**src/inc/owb_params.svh**
```systemverilog
// Constants for the single-wire read-byte and triplet engine.
`ifndef OWB_PARAMS_SVH
`define OWB_PARAMS_SVH
// ==========================================================
// Clock and timing figures
`define OWB_CLK_PERIOD_PS 25000
`define OWB_START_MAX_PS 262500
`define OWB_SLOT_STD_NS 65000
`define OWB_SLOT_OD_NS 9000
`define OWB_LOW1_STD_NS 8000
`define OWB_LOW1_OD_NS 1000
`define OWB_LOW0_STD_NS 60000
`define OWB_LOW0_OD_NS 7500
`define OWB_SMP_STD_NS 14000
`define OWB_SMP_OD_NS 2000
`define OWB_APU_NS 2500
// ==========================================================
// Command codes
`define OWB_CODE_RBYTE 8'h96
`define OWB_CODE_TRIP 8'h78
// ==========================================================
// Register offsets
`define OWB_OFS_CMD 3'h0
`define OWB_OFS_PTR 3'h1
`define OWB_OFS_PORT 3'h2
`define OWB_OFS_CFG 3'h3
`define OWB_OFS_STAT 3'h4
// ==========================================================
// Field positions and reset values
`define OWB_STAT_BUSY 0
`define OWB_STAT_NACK 1
`define OWB_STAT_SBR 5
`define OWB_STAT_TSB 6
`define OWB_STAT_DIR 7
`define OWB_CFG_SPEED 0
`define OWB_CFG_APU 1
`define OWB_DIRV_BIT 7
`define OWB_PTR_STATUS 1'b0
`define OWB_PTR_RDATA 1'b1
`define OWB_CFG_RST 2'h0
`define OWB_RDATA_RST 8'h00
`endif

```
**src/inc/owb_pkg.sv**
```systemverilog
// Types shared by the single-wire read-byte and triplet engine.
package owb_pkg;
  typedef enum {ST_IDLE, ST_CLK_RISE, ST_CLK_FALL, ST_SLOT} owb_state_t;
  typedef enum {OP_RBYTE, OP_TRIP} owb_op_t;
  typedef logic [11:0] owb_cnt_t;
  typedef struct packed {
    logic [2:0] addr;
    logic [7:0] wdata;
    logic wr;
    logic rd;
  } owb_req_t;
  typedef struct packed {
    logic o;
    logic oe;
  } owb_pin_t;
  typedef struct packed {
    owb_state_t st;
    owb_op_t op;
    logic [1:0] scl_s;
    logic scl_d;
    logic [1:0] sda_s;
    logic [1:0] ow_s;
    logic busy;
    logic nack;
    logic ack;
    logic ptr;
    logic speed;
    logic active_pullup_select;
    logic single_bit_result;
    logic second_bit_flag;
    logic dir;
    logic dir_v;
    logic [7:0] shift;
    logic [7:0] rd_reg;
    logic [2:0] idx;
    owb_cnt_t cnt;
    logic [7:0] rdata;
    owb_pin_t pin;
  } owb_regs_t;
endpackage

```
**src/rtl/owb_engine.sv**
```systemverilog
// Single-wire read-byte and triplet command engine with its register port.
// ==========================================================
// Behaviour
// - Code 96h runs eight read slots, stores byte
// - Each read slot is a write-one slot
// - Commands only processed once bus is idle
// - Busy at read-byte code: no ack, ignored
// - Read-byte lasts eight slots plus 262.5ns
// - Read-byte activity starts within 262.5ns
// - Busy flag high for eight slot times
// - Pointer to status; host re-points for data
// - Code 78h: two read slots, one write
// - Reads 00: write slot follows direction bit
// - Reads 01 write zero, 10 write one
// - Reads 11 (error) write one
// - Busy at triplet code: no ack, ignored
// - Triplet lasts three slots plus 262.5ns
// - Triplet activity starts within 262.5ns of MSB
// - Busy flag high for three slot times
// - Result flag first sample, second-bit flag second sample
// - Pointer to status after triplet
// - Direction value is bit 7 only
// - Repeated reads return selected register
`timescale 1ns/1ps
`default_nettype none
`include "owb_params.svh"
module owb_engine #(
  parameter int SLOT_STD_NS = `OWB_SLOT_STD_NS,
  parameter int SLOT_OD_NS = `OWB_SLOT_OD_NS,
  parameter int LOW1_STD_NS = `OWB_LOW1_STD_NS,
  parameter int LOW1_OD_NS = `OWB_LOW1_OD_NS,
  parameter int LOW0_STD_NS = `OWB_LOW0_STD_NS,
  parameter int LOW0_OD_NS = `OWB_LOW0_OD_NS,
  parameter int SMP_STD_NS = `OWB_SMP_STD_NS,
  parameter int SMP_OD_NS = `OWB_SMP_OD_NS,
  parameter int APU_NS = `OWB_APU_NS
) (
  input wire logic sys_clk,
  input wire logic rst_n,
  input wire owb_pkg::owb_req_t req,
  output logic [7:0] rdata,
  output logic cmd_ack,
  output logic busy,
  input wire logic scl_in,
  input wire logic sda_in,
  input wire logic ow_in,
  output owb_pkg::owb_pin_t ow_pin
);
  import owb_pkg::*;

  // ==========================================================
  // Timing in clock cycles
  // Least times round up; the slot figures are all least times.
  localparam int SLOT_STD_C = (SLOT_STD_NS * 1000 + `OWB_CLK_PERIOD_PS - 1) / `OWB_CLK_PERIOD_PS;
  localparam int SLOT_OD_C = (SLOT_OD_NS * 1000 + `OWB_CLK_PERIOD_PS - 1) / `OWB_CLK_PERIOD_PS;
  localparam int LOW1_STD_C = (LOW1_STD_NS * 1000 + `OWB_CLK_PERIOD_PS - 1) / `OWB_CLK_PERIOD_PS;
  localparam int LOW1_OD_C = (LOW1_OD_NS * 1000 + `OWB_CLK_PERIOD_PS - 1) / `OWB_CLK_PERIOD_PS;
  localparam int LOW0_STD_C = (LOW0_STD_NS * 1000 + `OWB_CLK_PERIOD_PS - 1) / `OWB_CLK_PERIOD_PS;
  localparam int LOW0_OD_C = (LOW0_OD_NS * 1000 + `OWB_CLK_PERIOD_PS - 1) / `OWB_CLK_PERIOD_PS;
  localparam int SMP_STD_C = (SMP_STD_NS * 1000 + `OWB_CLK_PERIOD_PS - 1) / `OWB_CLK_PERIOD_PS;
  localparam int SMP_OD_C = (SMP_OD_NS * 1000 + `OWB_CLK_PERIOD_PS - 1) / `OWB_CLK_PERIOD_PS;
  localparam int APU_C = (APU_NS * 1000 + `OWB_CLK_PERIOD_PS - 1) / `OWB_CLK_PERIOD_PS;
  // Longest start delay rounds down; the pin synchronisers use two of these cycles.
  localparam int START_MAX_C = `OWB_START_MAX_PS / `OWB_CLK_PERIOD_PS;

  // Counts must fit the 12-bit slot counter and keep the sample inside the slot.
  if (SLOT_STD_C >= 4096 || SLOT_OD_C >= 4096)
  begin : g_chk_cnt
    $error("slot time does not fit the slot counter");
  end
  if (LOW0_STD_C >= SMP_STD_C + SLOT_STD_C || SMP_STD_C >= SLOT_STD_C || SMP_OD_C >= SLOT_OD_C)
  begin : g_chk_smp
    $error("sample point lies outside the slot");
  end
  if (LOW1_STD_C >= SMP_STD_C || LOW1_OD_C >= SMP_OD_C || START_MAX_C < 4)
  begin : g_chk_low
    $error("slot low time or start delay cannot be served");
  end

  // ==========================================================
  // Slot timing lookup
  // speed selects timing
  function automatic owb_cnt_t slot_c(input logic od);
    slot_c = od ? owb_cnt_t'(SLOT_OD_C) : owb_cnt_t'(SLOT_STD_C);
  endfunction

  function automatic owb_cnt_t low_c(input logic od, input logic wbit);
    if (wbit)
    begin
      low_c = od ? owb_cnt_t'(LOW1_OD_C) : owb_cnt_t'(LOW1_STD_C);
    end
    else
    begin
      low_c = od ? owb_cnt_t'(LOW0_OD_C) : owb_cnt_t'(LOW0_STD_C);
    end
  endfunction

  function automatic owb_cnt_t smp_c(input logic od);
    smp_c = od ? owb_cnt_t'(SMP_OD_C) : owb_cnt_t'(SMP_STD_C);
  endfunction

  // ==========================================================
  // State
  owb_regs_t state_reg;
  owb_regs_t state_next;

  logic scl_fall;
  logic scl_rise;
  logic ow_bit;
  logic wbit;
  logic last_slot;
  logic [7:0] status;
  owb_cnt_t low_t;

  // Only the second stage of each synchroniser is looked at.
  assign scl_fall = state_reg.scl_d & ~state_reg.scl_s[1];
  assign scl_rise = ~state_reg.scl_d & state_reg.scl_s[1];
  assign ow_bit = state_reg.ow_s[1];
  assign last_slot = (state_reg.op == OP_RBYTE) ? (state_reg.idx == 3'd7) : (state_reg.idx == 3'd2);
  assign wbit = (state_reg.op == OP_TRIP && state_reg.idx == 3'd2) ? state_reg.dir : 1'b1;
  assign low_t = low_c(state_reg.speed, wbit);

  always_comb
  begin
    status = 8'h00;
    status[`OWB_STAT_BUSY] = state_reg.busy;
    status[`OWB_STAT_NACK] = state_reg.nack;
    status[`OWB_STAT_SBR] = state_reg.single_bit_result;
    status[`OWB_STAT_TSB] = state_reg.second_bit_flag;
    status[`OWB_STAT_DIR] = state_reg.dir;
  end

  always_comb
  begin
    state_next = state_reg;
    state_next.ack = 1'b0;
    state_next.rdata = 8'h00;
    state_next.scl_s = {state_reg.scl_s[0], scl_in};
    state_next.scl_d = state_reg.scl_s[1];
    state_next.sda_s = {state_reg.sda_s[0], sda_in};
    state_next.ow_s = {state_reg.ow_s[0], ow_in};
    state_next.pin = '{o: 1'b1, oe: 1'b0};

    // ==========================================================
    // Register port
    if (req.rd)
    begin
      unique case (req.addr)
        `OWB_OFS_PORT: state_next.rdata = (state_reg.ptr == `OWB_PTR_RDATA) ? state_reg.rd_reg : status;
        `OWB_OFS_CFG: state_next.rdata = {6'h00, state_reg.active_pullup_select, state_reg.speed};
        `OWB_OFS_STAT: state_next.rdata = status;
        `OWB_OFS_PTR: state_next.rdata = {7'h00, state_reg.ptr};
        default: state_next.rdata = 8'h00;
      endcase
    end
    if (req.wr && req.addr == `OWB_OFS_CFG)
    begin
      state_next.speed = req.wdata[`OWB_CFG_SPEED];
      state_next.active_pullup_select = req.wdata[`OWB_CFG_APU];
    end
    if (req.wr && req.addr == `OWB_OFS_PTR)
    begin
      state_next.ptr = req.wdata[0];
    end
    if (req.wr && req.addr == `OWB_OFS_CMD)
    begin
      if (state_reg.busy || state_reg.st != ST_IDLE)
      begin
        state_next.nack = 1'b1;
      end
      else if (req.wdata == `OWB_CODE_RBYTE || req.wdata == `OWB_CODE_TRIP)
      begin
        state_next.nack = 1'b0;
        state_next.ack = 1'b1;
        state_next.op = (req.wdata == `OWB_CODE_RBYTE) ? OP_RBYTE : OP_TRIP;
        state_next.ptr = `OWB_PTR_STATUS;
        state_next.st = ST_CLK_RISE;
      end
      else
      begin
        state_next.nack = 1'b1;
      end
    end

    // ==========================================================
    // Command sequencing
    unique case (state_reg.st)
      ST_IDLE:
      begin
      end
      ST_CLK_RISE:
      begin
        // Rise of the acknowledge clock, or of the direction MSB clock.
        if (scl_rise)
        begin
          state_next.dir_v = state_reg.sda_s[1];
          state_next.st = ST_CLK_FALL;
        end
      end
      ST_CLK_FALL:
      begin
        if (scl_fall)
        begin
          state_next.st = ST_SLOT;
          state_next.busy = 1'b1;
          state_next.idx = 3'd0;
          state_next.cnt = '0;
        end
      end
      ST_SLOT:
      begin
        state_next.cnt = state_reg.cnt + owb_cnt_t'(1);
        if (state_reg.cnt < low_t)
        begin
          state_next.pin = '{o: 1'b0, oe: 1'b1};
        end
        else if (state_reg.active_pullup_select && ow_bit && state_reg.cnt < low_t + owb_cnt_t'(APU_C))
        begin
          state_next.pin = '{o: 1'b1, oe: 1'b1};
        end
        if (state_reg.cnt == smp_c(state_reg.speed))
        begin
          if (state_reg.op == OP_RBYTE)
          begin
            state_next.shift = {ow_bit, state_reg.shift[7:1]};
          end
          else if (state_reg.idx == 3'd0)
          begin
            state_next.single_bit_result = ow_bit;
          end
          else if (state_reg.idx == 3'd1)
          begin
            state_next.second_bit_flag = ow_bit;
            state_next.dir = (state_reg.single_bit_result ^ ow_bit) ? state_reg.single_bit_result : (state_reg.single_bit_result | state_reg.dir_v);
          end
        end
        if (state_reg.cnt == slot_c(state_reg.speed) - owb_cnt_t'(1))
        begin
          state_next.cnt = '0;
          state_next.idx = state_reg.idx + 3'd1;
          if (last_slot)
          begin
            state_next.busy = 1'b0;
            state_next.st = ST_IDLE;
            if (state_reg.op == OP_RBYTE)
            begin
              state_next.rd_reg = state_reg.shift;
            end
          end
        end
      end
    endcase
  end

  // ==========================================================
  // Registers
  always_ff @(posedge sys_clk)
  begin
    if (!rst_n)
    begin
      state_reg <= '0;
      state_reg.st <= ST_IDLE;
      state_reg.op <= OP_RBYTE;
      state_reg.scl_s <= 2'b11;
      state_reg.scl_d <= 1'b1;
      state_reg.sda_s <= 2'b11;
      state_reg.ow_s <= 2'b11;
      state_reg.ptr <= `OWB_PTR_STATUS;
      {state_reg.active_pullup_select, state_reg.speed} <= `OWB_CFG_RST;
      state_reg.rd_reg <= `OWB_RDATA_RST;
      state_reg.pin <= '{o: 1'b1, oe: 1'b0};
    end
    else
    begin
      state_reg <= state_next;
    end
  end

  assign rdata = state_reg.rdata;
  assign cmd_ack = state_reg.ack;
  assign busy = state_reg.busy;
  assign ow_pin = state_reg.pin;
endmodule
`default_nettype wire

```
**config.mk**
```make
export PLATFORM = sky130hd
export DESIGN_NAME = owb_engine
export DESIGN_NICKNAME = d
export VERILOG_FILES = /design/src/inc/owb_pkg.sv /design/src/rtl/owb_engine.sv
export VERILOG_INCLUDE_DIRS = /design/src /design/src/inc
export SDC_FILE = /design/constraint.sdc
export NUM_CORES = 1
export LEC_CHECK = 0
export ABC_CLOCK_PERIOD_IN_PS = 4100
export CELL_PAD_IN_SITES_DETAIL_PLACEMENT = 1
export CELL_PAD_IN_SITES_GLOBAL_PLACEMENT = 1
export CORE_ASPECT_RATIO = 1.4
export CORE_MARGIN = 4
export CORE_UTILIZATION = 53
export DETAILED_ROUTE_END_ITERATION = 8
export DONT_BUFFER_PORTS = 1
export GPL_TIMING_DRIVEN = 0
export PLACE_DENSITY_LB_ADDON = 0.1
export SYNTH_ARGS = -nofsm -noshare
export SYNTH_HDL_FRONTEND = slang
export SYNTH_SLANG_ARGS = --single-unit
```
**constraint.sdc**
```tcl
create_clock -name sys_clk -period 4.1 [get_ports sys_clk]
set_input_delay 0.41 -clock sys_clk [delete_from_list [all_inputs] [get_ports sys_clk]]
set_output_delay 0.41 -clock sys_clk [all_outputs]
set_load 0.02 [all_outputs]
```
# Yosys cells after proc, flatten, opt, wreduce, memory -nomap -nowiden
# Cells that the tools add are included.
# totals
regBits	122
in_bits	18
output_inout_bits	12
elab_cells	117
# op_classes
add_sub_neg	4
order_cmp	2
n_eq_ne	18
n_mux	34
bitwise_logic	11
reduce_logical	25
# op_table
operator	count
2-to-1 mux 64 bit	3
2-to-1 mux 32 bit	4
== test 32 x 2 -> 1 bit, second input constant	3
one-hot mux 32 bit (3 select lines)	1
2-to-1 mux 12 bit	3
== test 32 x 1 -> 1 bit, second input constant	1
logical NOT 32 bit	1
one-hot mux 8 bit (4 select lines)	1
nonzero test 32 bit	1
2-to-1 mux 15 bit	2
one-hot mux 15 bit (2 select lines)	1
less-than comparator 12 bit	2
2-to-1 mux 1 bit	13
adder 12 x 1 -> 12 bit, second input constant	1
adder 12 x 7 -> 12 bit, second input constant	1
== test 12 x 10 -> 1 bit	1
== test 12 bit	1
AND reduction 4 bit	3
subtractor 12 x 1 -> 12 bit, second input constant	1
2-to-1 mux 10 bit	1
== test 3 x 2 -> 1 bit, second input constant	3
2-to-1 mux 9 bit	1
AND reduction 3 bit	3
== test 8 x 7 -> 1 bit, second input constant	1
other kinds (19)	41

# Logic depth before layout (Yosys ltp)
# Gate-level depths: netlist of run 1.
# logic_depth
depth_word	9
mapped_depth	10
ltp_nobuf	10

# Worst setup path before layout of run 1
# OpenSTA, ideal clock, no wires.
# synth_timing
path_kind	reg2reg
start	register state_reg[22] in the netlist's numbering
end	register state_reg (netlist bit ow_pin[0])
setup_ns	0.058
t_arrival_ns	2.396
t_required_ns	4.042
setup_slack_ns	1.646
stages_incl_launch_ff	10
n_path_buf	0
period_less_slack_ns	2.454
path_cell_list	dfxtp_1 > inv_1 > ha_1 > nor4bb_1 > or2_2 > ha_1 > a21o_1 > a21o_1 > a2111oi_0 > o21a_1
# synth_via
elab_chain_len	9
elab_cells_between_ends	10
classes_between	add/sub: 1; order compare: 2; eq/ne: 1; mux: 4; reduce/logical: 2
# synth_rtl
element	line	source
start: declaration	owb_engine.sv:104	owb_regs_t state_reg;
start signal: assignment	owb_engine.sv:275	state_reg <= state_next;
== test 3 x 2 -> 1 bit *	owb_engine.sv:120	assign wbit = (state_reg.op == OP_TRIP && state_reg.idx == 3'd2) ? state_reg.dir : 1'b1;
logical AND 1 bit *	owb_engine.sv:120	
2-to-1 mux 1 bit *	owb_engine.sv:120	
2-to-1 mux 12 bit *	owb_engine.sv:88	if (wbit)
adder 12 x 7 -> 12 bit	owb_engine.sv:217	else if (state_reg.active_pullup_select && ow_bit && state_reg.cnt < low_t + owb_cnt_t'(APU_C))
less-than comparator 12 bit	owb_engine.sv:217	
logical AND 1 bit	owb_engine.sv:217	
2-to-1 mux 1 bit	owb_engine.sv:217	
2-to-1 mux 2 bit *	owb_engine.sv:213	if (state_reg.cnt < low_t)
# Mark *: on every way between the ends. The rest lies on a longest branch, timed or not.
# A chain may end at the register's enable or synchronous reset.

# Worst setup path after layout of run 1
# Same ends and word-level chain as after synthesis.

==> reports/results.txt, run 1 <==
Syn Area/Cell -> 9.486 um^2
WL met3 -> 169 um
Routability Congestion -> 0.8336
Hold Fails Final Rpt -> 0
Met2 WL -> 5233 um
P per Cell Area -> 347.2 nW/um^2
First-pass GRT wire length -> 16,310 um
Critical setup path kind -> reg -> reg
Area contributors post-synth -> dfxtp_1, mux2i_1, and2_1
Post-synth EDFFs -> 0
Core Area -> 7361 um^2
Crit path from -> state_reg[22]$_SDFFE_PN0P_
Clk sinks -> 91
Final nets -> 471
Clk Latency, worst-skew pair -> 0.36 ns
Syn Nets -> 460
Die height -> 111.2 um
Number of synthesized register bits -> 91
Fin cells -> 538
Largest register FFs -> 74
Post-synth top area share -> 45.19%
Initial Util -> 54.77%
Total Routing Usage GR -> 23.17%
Measured slew at the worst slew-check pin -> 0.9879 ns
Ys async rst share -> 0%
CTS buffer count -> 9
Slew HR -> 33.24%
Critical Path Source Type -> flip-flop
Uppermost routed layer -> met4
Status -> complete, no violations
Final min period -> 2.974 ns
Primary FF master, synth -> dfxtp_1
Setup crit end kind -> flip-flop
Cells after Synth -> 425
# rows -> 37
Drt total wl -> 9556 um
Worst EP arrival -> 3.28 ns
Ys Warns -> 0
I/O pin count -> 30
Peak supply drop -> 0.3377 mV
Lkg Pwr -> 1.836 nW
Largest net degree at the start of global routing -> 17
Hold wc startpoint -> ow_in
Final hold slack -> 0.1473 ns
FF-to-FF setup slack -> 1.13 ns
Clock transition at the registers of the reported paths -> 0.10 ns
Critical-path cell list -> inv_1 -> ha_1 -> nor4bb_1 -> or2_2 -> ha_1 -> a21o_1 -> a21o_1 -> a2111oi_0 -> o21a_1
Worst r2r src -> state_reg[22]$_SDFFE_PN0P_
DRC Markers -> 0
Cell count after placement -> 522
Total number of vias -> 3,049
Die area -> 9086 um^2
RSZ-0062 raised after global routing -> false
Drt via density -> 5.667
Layout cell share with drive strength beyond 1 -> 9.070%
Slew Limit Fails -> 0
Metal-1 WL -> 3876 um
Initial antenna violation count -> 0
Post-CTS Resized -> 0
# diodes -> 0
Clk buf depth -> 2
CP required -> 4.41 ns
Post-Syn Area -> 4031 um^2
Antenna viol nets, final -> 0
CTS tree -> yes
Vias in the first global route -> 3,301
Worst path slowest cell -> nor4bb_1
Die X -> 81.71 um
Final setup TNS -> 0 ns
Setup WS pre-CTS -> 1.147 ns
First DRT Iteration DRCs -> 131
Setup WS post-layout -> 1.126 ns
FMAX -> 336.3 MHz
Grt total ovfl -> 0
Fillcell total -> 860
Synth unique cells -> 55
Max Cap Viol -> 0
CP max FO -> 7
Clock skew -> 0.01074 ns
WL per Instance -> 17.76 um
# hold bufs at CTS -> 0
Final period utilization -> 72.52%
Final setup viols -> 0
DP Wirelength -> 7227 um
Post-synth top area cell -> dfxtp_1
Depth of the CTS H-tree -> 3
Setup Fix Bufs, Post-CTS -> 0
Port bufs -> 0
Seq/Total Area, Yosys -> 45.19%
Hold Crit Class -> in -> reg
Root buffer cell -> clkbuf_8
TritonRoute pass-1 iters -> 4
Max incr delay on CP -> 0.85 ns
Synth-to-layout area growth -> 7.573%
-- per-stage QoR --
stage / total power, mW / utilization, % / area (um^2)
finish: 1.506 / 58.92 / 4337
global route: 1.566 / 58.92 / 4337
CTS: 1.519 / 58.92 / 4337
detailed placement: 0.9508 / 56.42 / 4153
global placement: 0.9489 / 56.42 / 4153
floorplan: 0.9390 / - / 4031
-- cells in the final DEF (no fill, tap or decap), types with 11 or more instances in the layout --
| cell type | count |
|---|---|
| buf_4 | 11 |
| nand2_1 | 38 |
| mux2i_1 | 25 |
| ha_1 | 17 |
| nand2b_1 | 12 |
| and2_1 | 36 |
| dfxtp_1 | 91 |
| clkbuf_1 | 14 |
| inv_1 | 11 |
| nand3_1 | 11 |
| nor2_1 | 28 |
| nor4_1 | 15 |
| xnor2_1 | 12 |
-- path summary, 6_finish.rpt --
kind | to | cells after the start
worst max-delay path | ow_pin[0]$_SDFF_PN0_ | 9
worst min-delay path | state_next[52]$_SDFF_PN1_ | 1
worst max register to register | ow_pin[0]$_SDFF_PN0_ | 9
worst min register to register | ow_bit$_SDFF_PN1_ | 1
-- power by group --
part	switching, mW	total [mW]	internal, mW
logic	0.0264	0.0402	0.0137
registers	0.00222	0.889	0.887
clock network	0.333	0.576	0.244
-- kinds of logic (layout without fill, tap and decap cells) --
family,count (synthesis),in the layout,synth area share (%)
buffers and inverters,39,55,4.718
XOR/XNOR,12,12,2.607
flip-flops,91,91,45.19
other,1,1,0.09302
AND/OR/NAND/NOR,194,194,27.22
adder cells (fa/ha/maj),17,17,5.276
AO/OA/AOI/OAI,46,46,8.691
multiplexers,25,25,6.207
-- synthesized netlist by cell type (4+ instances only) --
master / count
and2_1: 36
nor2b_1: 7
xnor2_1: 12
nand3_1: 11
clkbuf_1: 14
buf_4: 11
o31ai_1: 4
nand2b_1: 12
nand2_1: 38
nand4_1: 5
a21o_1: 4
inv_1: 11
nor3_1: 10
nor4b_1: 4
nor4_1: 15
nor2_1: 28
a22oi_1: 4
dfxtp_1: 91
ha_1: 17
mux2i_1: 25
and3_1: 7
a21oi_1: 9
-- final cells by class --
| cell class | count | area [um^2] | area share, % |
|---|---|---|---|
| Multi-Input combinational cell | 295 | 2019 | 46.57 |
| Buffer | 27 | 145.1 | 3.347 |
| Sequential cell | 91 | 1822 | 42.01 |
| Inverter | 12 | 45.04 | 1.039 |
| Clock inverter | 6 | 46.29 | 1.068 |
| Tap cell | 97 | 121.4 | 2.799 |
| Clock buffer | 10 | 137.6 | 3.174 |
-- critical path: cells and delay by family (launching register included) --
kind | cells | cell delay [ns]
adder cells (fa/ha/maj) | 2 | 0.42
AND/OR/NAND/NOR | 2 | 1.11
AO/OA/AOI/OAI | 4 | 0.89
flip-flops | 1 | 0.38
buffers and inverters | 1 | 0.11
-- per-layer routing --
| layer | track usage (%) | vias to the layer above |
|---|---|---|
| met5 | 0 | - |
| met4 | 9.978 | 0 |
| met3 | 3.659 | 18 |
| met2 | 41.02 | 31 |
| met1 | 26.65 | 1501 |
| li1 | - | 1499 |
No activity file was read; power rests on OpenSTA's default activity.
==> run 2, diff against run 1 <==
- ABC_AREA: not set -> 1
- ABC_CLOCK_PERIOD_IN_PS: 4100 -> 2600
- CORE_UTILIZATION: 53 -> 41
- clock period: 4.1 -> 2.6 ns (I/O delays scaled with it)
==> reports/results.txt, run 2 <==
Area occupied by multi-input gates -> 2087 um^2
CP required -> 2.82 ns
Largest register FFs -> 74
Syn Area/Cell -> 7.016 um^2
Port bufs -> 0
Slew HR -> 63.26%
Largest net degree at the start of global routing -> 15
Post-Syn Area -> 4399 um^2
Die height -> 130.6 um
Post-synth top area share -> 41.41%
Comb power frac -> 2.5%
Fin cells -> 780
I/O pin count -> 30
Final nets -> 673
Fillcell total -> 1,363
Ys Warns -> 0
Switching Share -> 19.95%
First-pass GRT wire length -> 19,390 um
# diodes -> 0
Total number of vias -> 3,919
Hold Crit Class -> in -> reg
CTS tree -> yes
FMAX -> 443.3 MHz
Critical Path Source Type -> flip-flop
Count leader, synth -> nand2_1
Setup crit end kind -> flip-flop
Sw Pwr -> 594.6 uW
Commonest cells post-synth -> nand2_1, dfxtp_1, nor2_1, inv_1
P per Cell Area -> 606.7 nW/um^2
RSZ-0062 raised after global routing -> false
Clock transition at the registers of the reported paths -> 0.06 ns
DRC Markers -> 0
Clk buf depth -> 2
Vias in the first global route -> 4,108
Syn Nets -> 662
Post-CTS Resized -> 0
Measured slew at the worst slew-check pin -> 0.5512 ns
Critical-path cell list -> ha_1 -> nor2_1 -> and3_2 -> nand3_2 -> nor2_4 -> nand2_2 -> o21ai_0 -> nor2_1
Final period utilization -> 86.76%
# hold bufs at CTS -> 0
Hold Fails Final Rpt -> 0
Reg power frac -> 47.2%
Synth unique cells -> 33
Core Area -> 10,460 um^2
Initial antenna violation count -> 0
Clk pwr share -> 50.3%
Die X -> 95.55 um
Post-synth top area cell -> dfxtp_1
Ys async rst share -> 0%
Status -> complete, no violations
Seq/Total Area, Yosys -> 41.41%
Grt total ovfl -> 0
# rows -> 44
Final min period -> 2.256 ns
Depth of the CTS H-tree -> 3
DP Wirelength -> 8796 um
Max incr delay on CP -> 0.55 ns
Int Pwr -> 2.386 mW
Cell count after placement -> 765
Cells after Synth -> 627
Clock skew -> 0.009314 ns
Most frequent cell on the critical path -> nor2_1
WL per Instance -> 14.66 um
Max Cap Viol -> 0
First DRT Iteration DRCs -> 170
Final setup TNS -> 0 ns
Primary FF master, synth -> dfxtp_1
Die area -> 12,470 um^2
Setup Fix Bufs, Post-CTS -> 0
Buf/Inv on CP -> 0
Root buffer cell -> clkbuf_16
Total Routing Usage GR -> 19.83%
TritonRoute pass-1 iters -> 4
Worst path slowest cell -> dfxtp_1
Number of synthesized register bits -> 91
Final setup viols -> 0
CP delay by family, top -> simple AND/OR/NAND/NOR gates
Register Area -> 1822 um^2
Synth-to-layout area growth -> 11.69%
Critical setup path kind -> reg -> reg
Commonest non-fill, non-tap cell in the layout -> nand2_1
Worst EP arrival -> 2.47 ns
Slew Limit Fails -> 0
Routability Congestion -> 0.8155
Post-synth EDFFs -> 0
Area contributors post-synth -> dfxtp_1, nand2_1, nor2_1
Layout cell share with drive strength beyond 1 -> 9.190%
Most frequent cells in the layout -> nand2_1, dfxtp_1, nor2_1
Lkg Pwr -> 2.349 nW
Clk sinks -> 91
Drt via density -> 5.024
Drt total wl -> 11,440 um
Antenna viol nets, final -> 0
Initial Util -> 42.06%
Peak supply drop -> 0.3819 mV
CP max FO -> 9
CTS buffer count -> 9
Clk Latency, worst-skew pair -> 0.34 ns
-- run 2: cell types whose count changed after synthesis, sizes merged, moves of 12 or more --
cell | previous run | this run
nand2 | 38 | 148
inv | 11 | 86
nor2 | 29 | 93
and2 | 36 | 0
a21oi | 9 | 42
nand3 | 13 | 44
o21ai | 4 | 31
mux2i | 25 | 0
nor4 | 18 | 0
nand2b | 12 | 0
xnor2 | 12 | 0
-- run 2: cell families after synthesis --
kind of cell | share of synthesized area [%]
AND/OR/NAND/NOR | 32.31
buffers and inverters | 11.15
flip-flops | 41.41
AO/OA/AOI/OAI | 9.414
adder cells (fa/ha/maj) | 4.835
XOR/XNOR | 0.7963
other | 0.08524
-- run 2: path summary, 6_finish.rpt --
check                                           startpoint                    endpoint  slack (ns)  cells past startpoint
worst max-delay path            state_reg[46]$_SDFFE_PN0P_  state_reg[39]$_SDFFE_PN0P_        0.34                      8
worst min-delay path                                 ow_in   state_next[52]$_SDFF_PN1_        0.03                      1
worst max register to register  state_reg[46]$_SDFFE_PN0P_  state_reg[39]$_SDFFE_PN0P_        0.34                      8
worst min register to register   state_next[52]$_SDFF_PN1_           ow_bit$_SDFF_PN1_        0.42                      1
-- run 2: worst reg2reg max path, delay by kind of cell, from the launching register on --
kind | cells | cell delay [ns]
AND/OR/NAND/NOR | 6 | 1.03
adder cells (fa/ha/maj) | 1 | 0.33
flip-flops | 1 | 0.55
AO/OA/AOI/OAI | 1 | 0.23
-- run 2: metrics by stage --
stage	cell area (um^2)	hold WS (ns)	util, %	total power [mW]	setup WS [ns]
3_3_place_gp	4572	0.3668	43.71	1.511	0.4853
3_5_place_dp	4572	0.3692	43.71	1.514	0.3834
6_report	4913	0.02640	46.97	2.981	0.3442
5_1_grt	4913	0.01603	46.97	3.081	0.1587
4_1_cts	4913	0.02330	46.97	3.009	0.3633
2_1_floorplan	4399	0.3666	-	1.491	0.8620
-- run 2: per-layer routing --
metal	routed length, um	GRT usage [%]
met5	0	0
met4	207	6.281
met3	288	3.322
met2	6098	36.36
met1	4840	23.19
-- run 2: layout make-up --
type	count	share of cell area (%)
clock buffer	11	4.940
multi-input combinational	425	42.48
buffer	25	3.412
clock inverter	4	2.012
tap	138	3.514
sequential	91	37.08
inverter	86	6.570
-- run 2: power groups by stage --
stage | Clock (mW) | Sequential [mW] | Combinational (mW)
finish | 1.50 | 1.41 | 0.0754
global route | 1.59 | 1.41 | 0.0866
CTS | 1.53 | 1.41 | 0.0772
detailed placement | 0 | 1.44 | 0.0764
global placement | 0 | 1.44 | 0.0736
floorplan | 0 | 1.44 | 0.0551
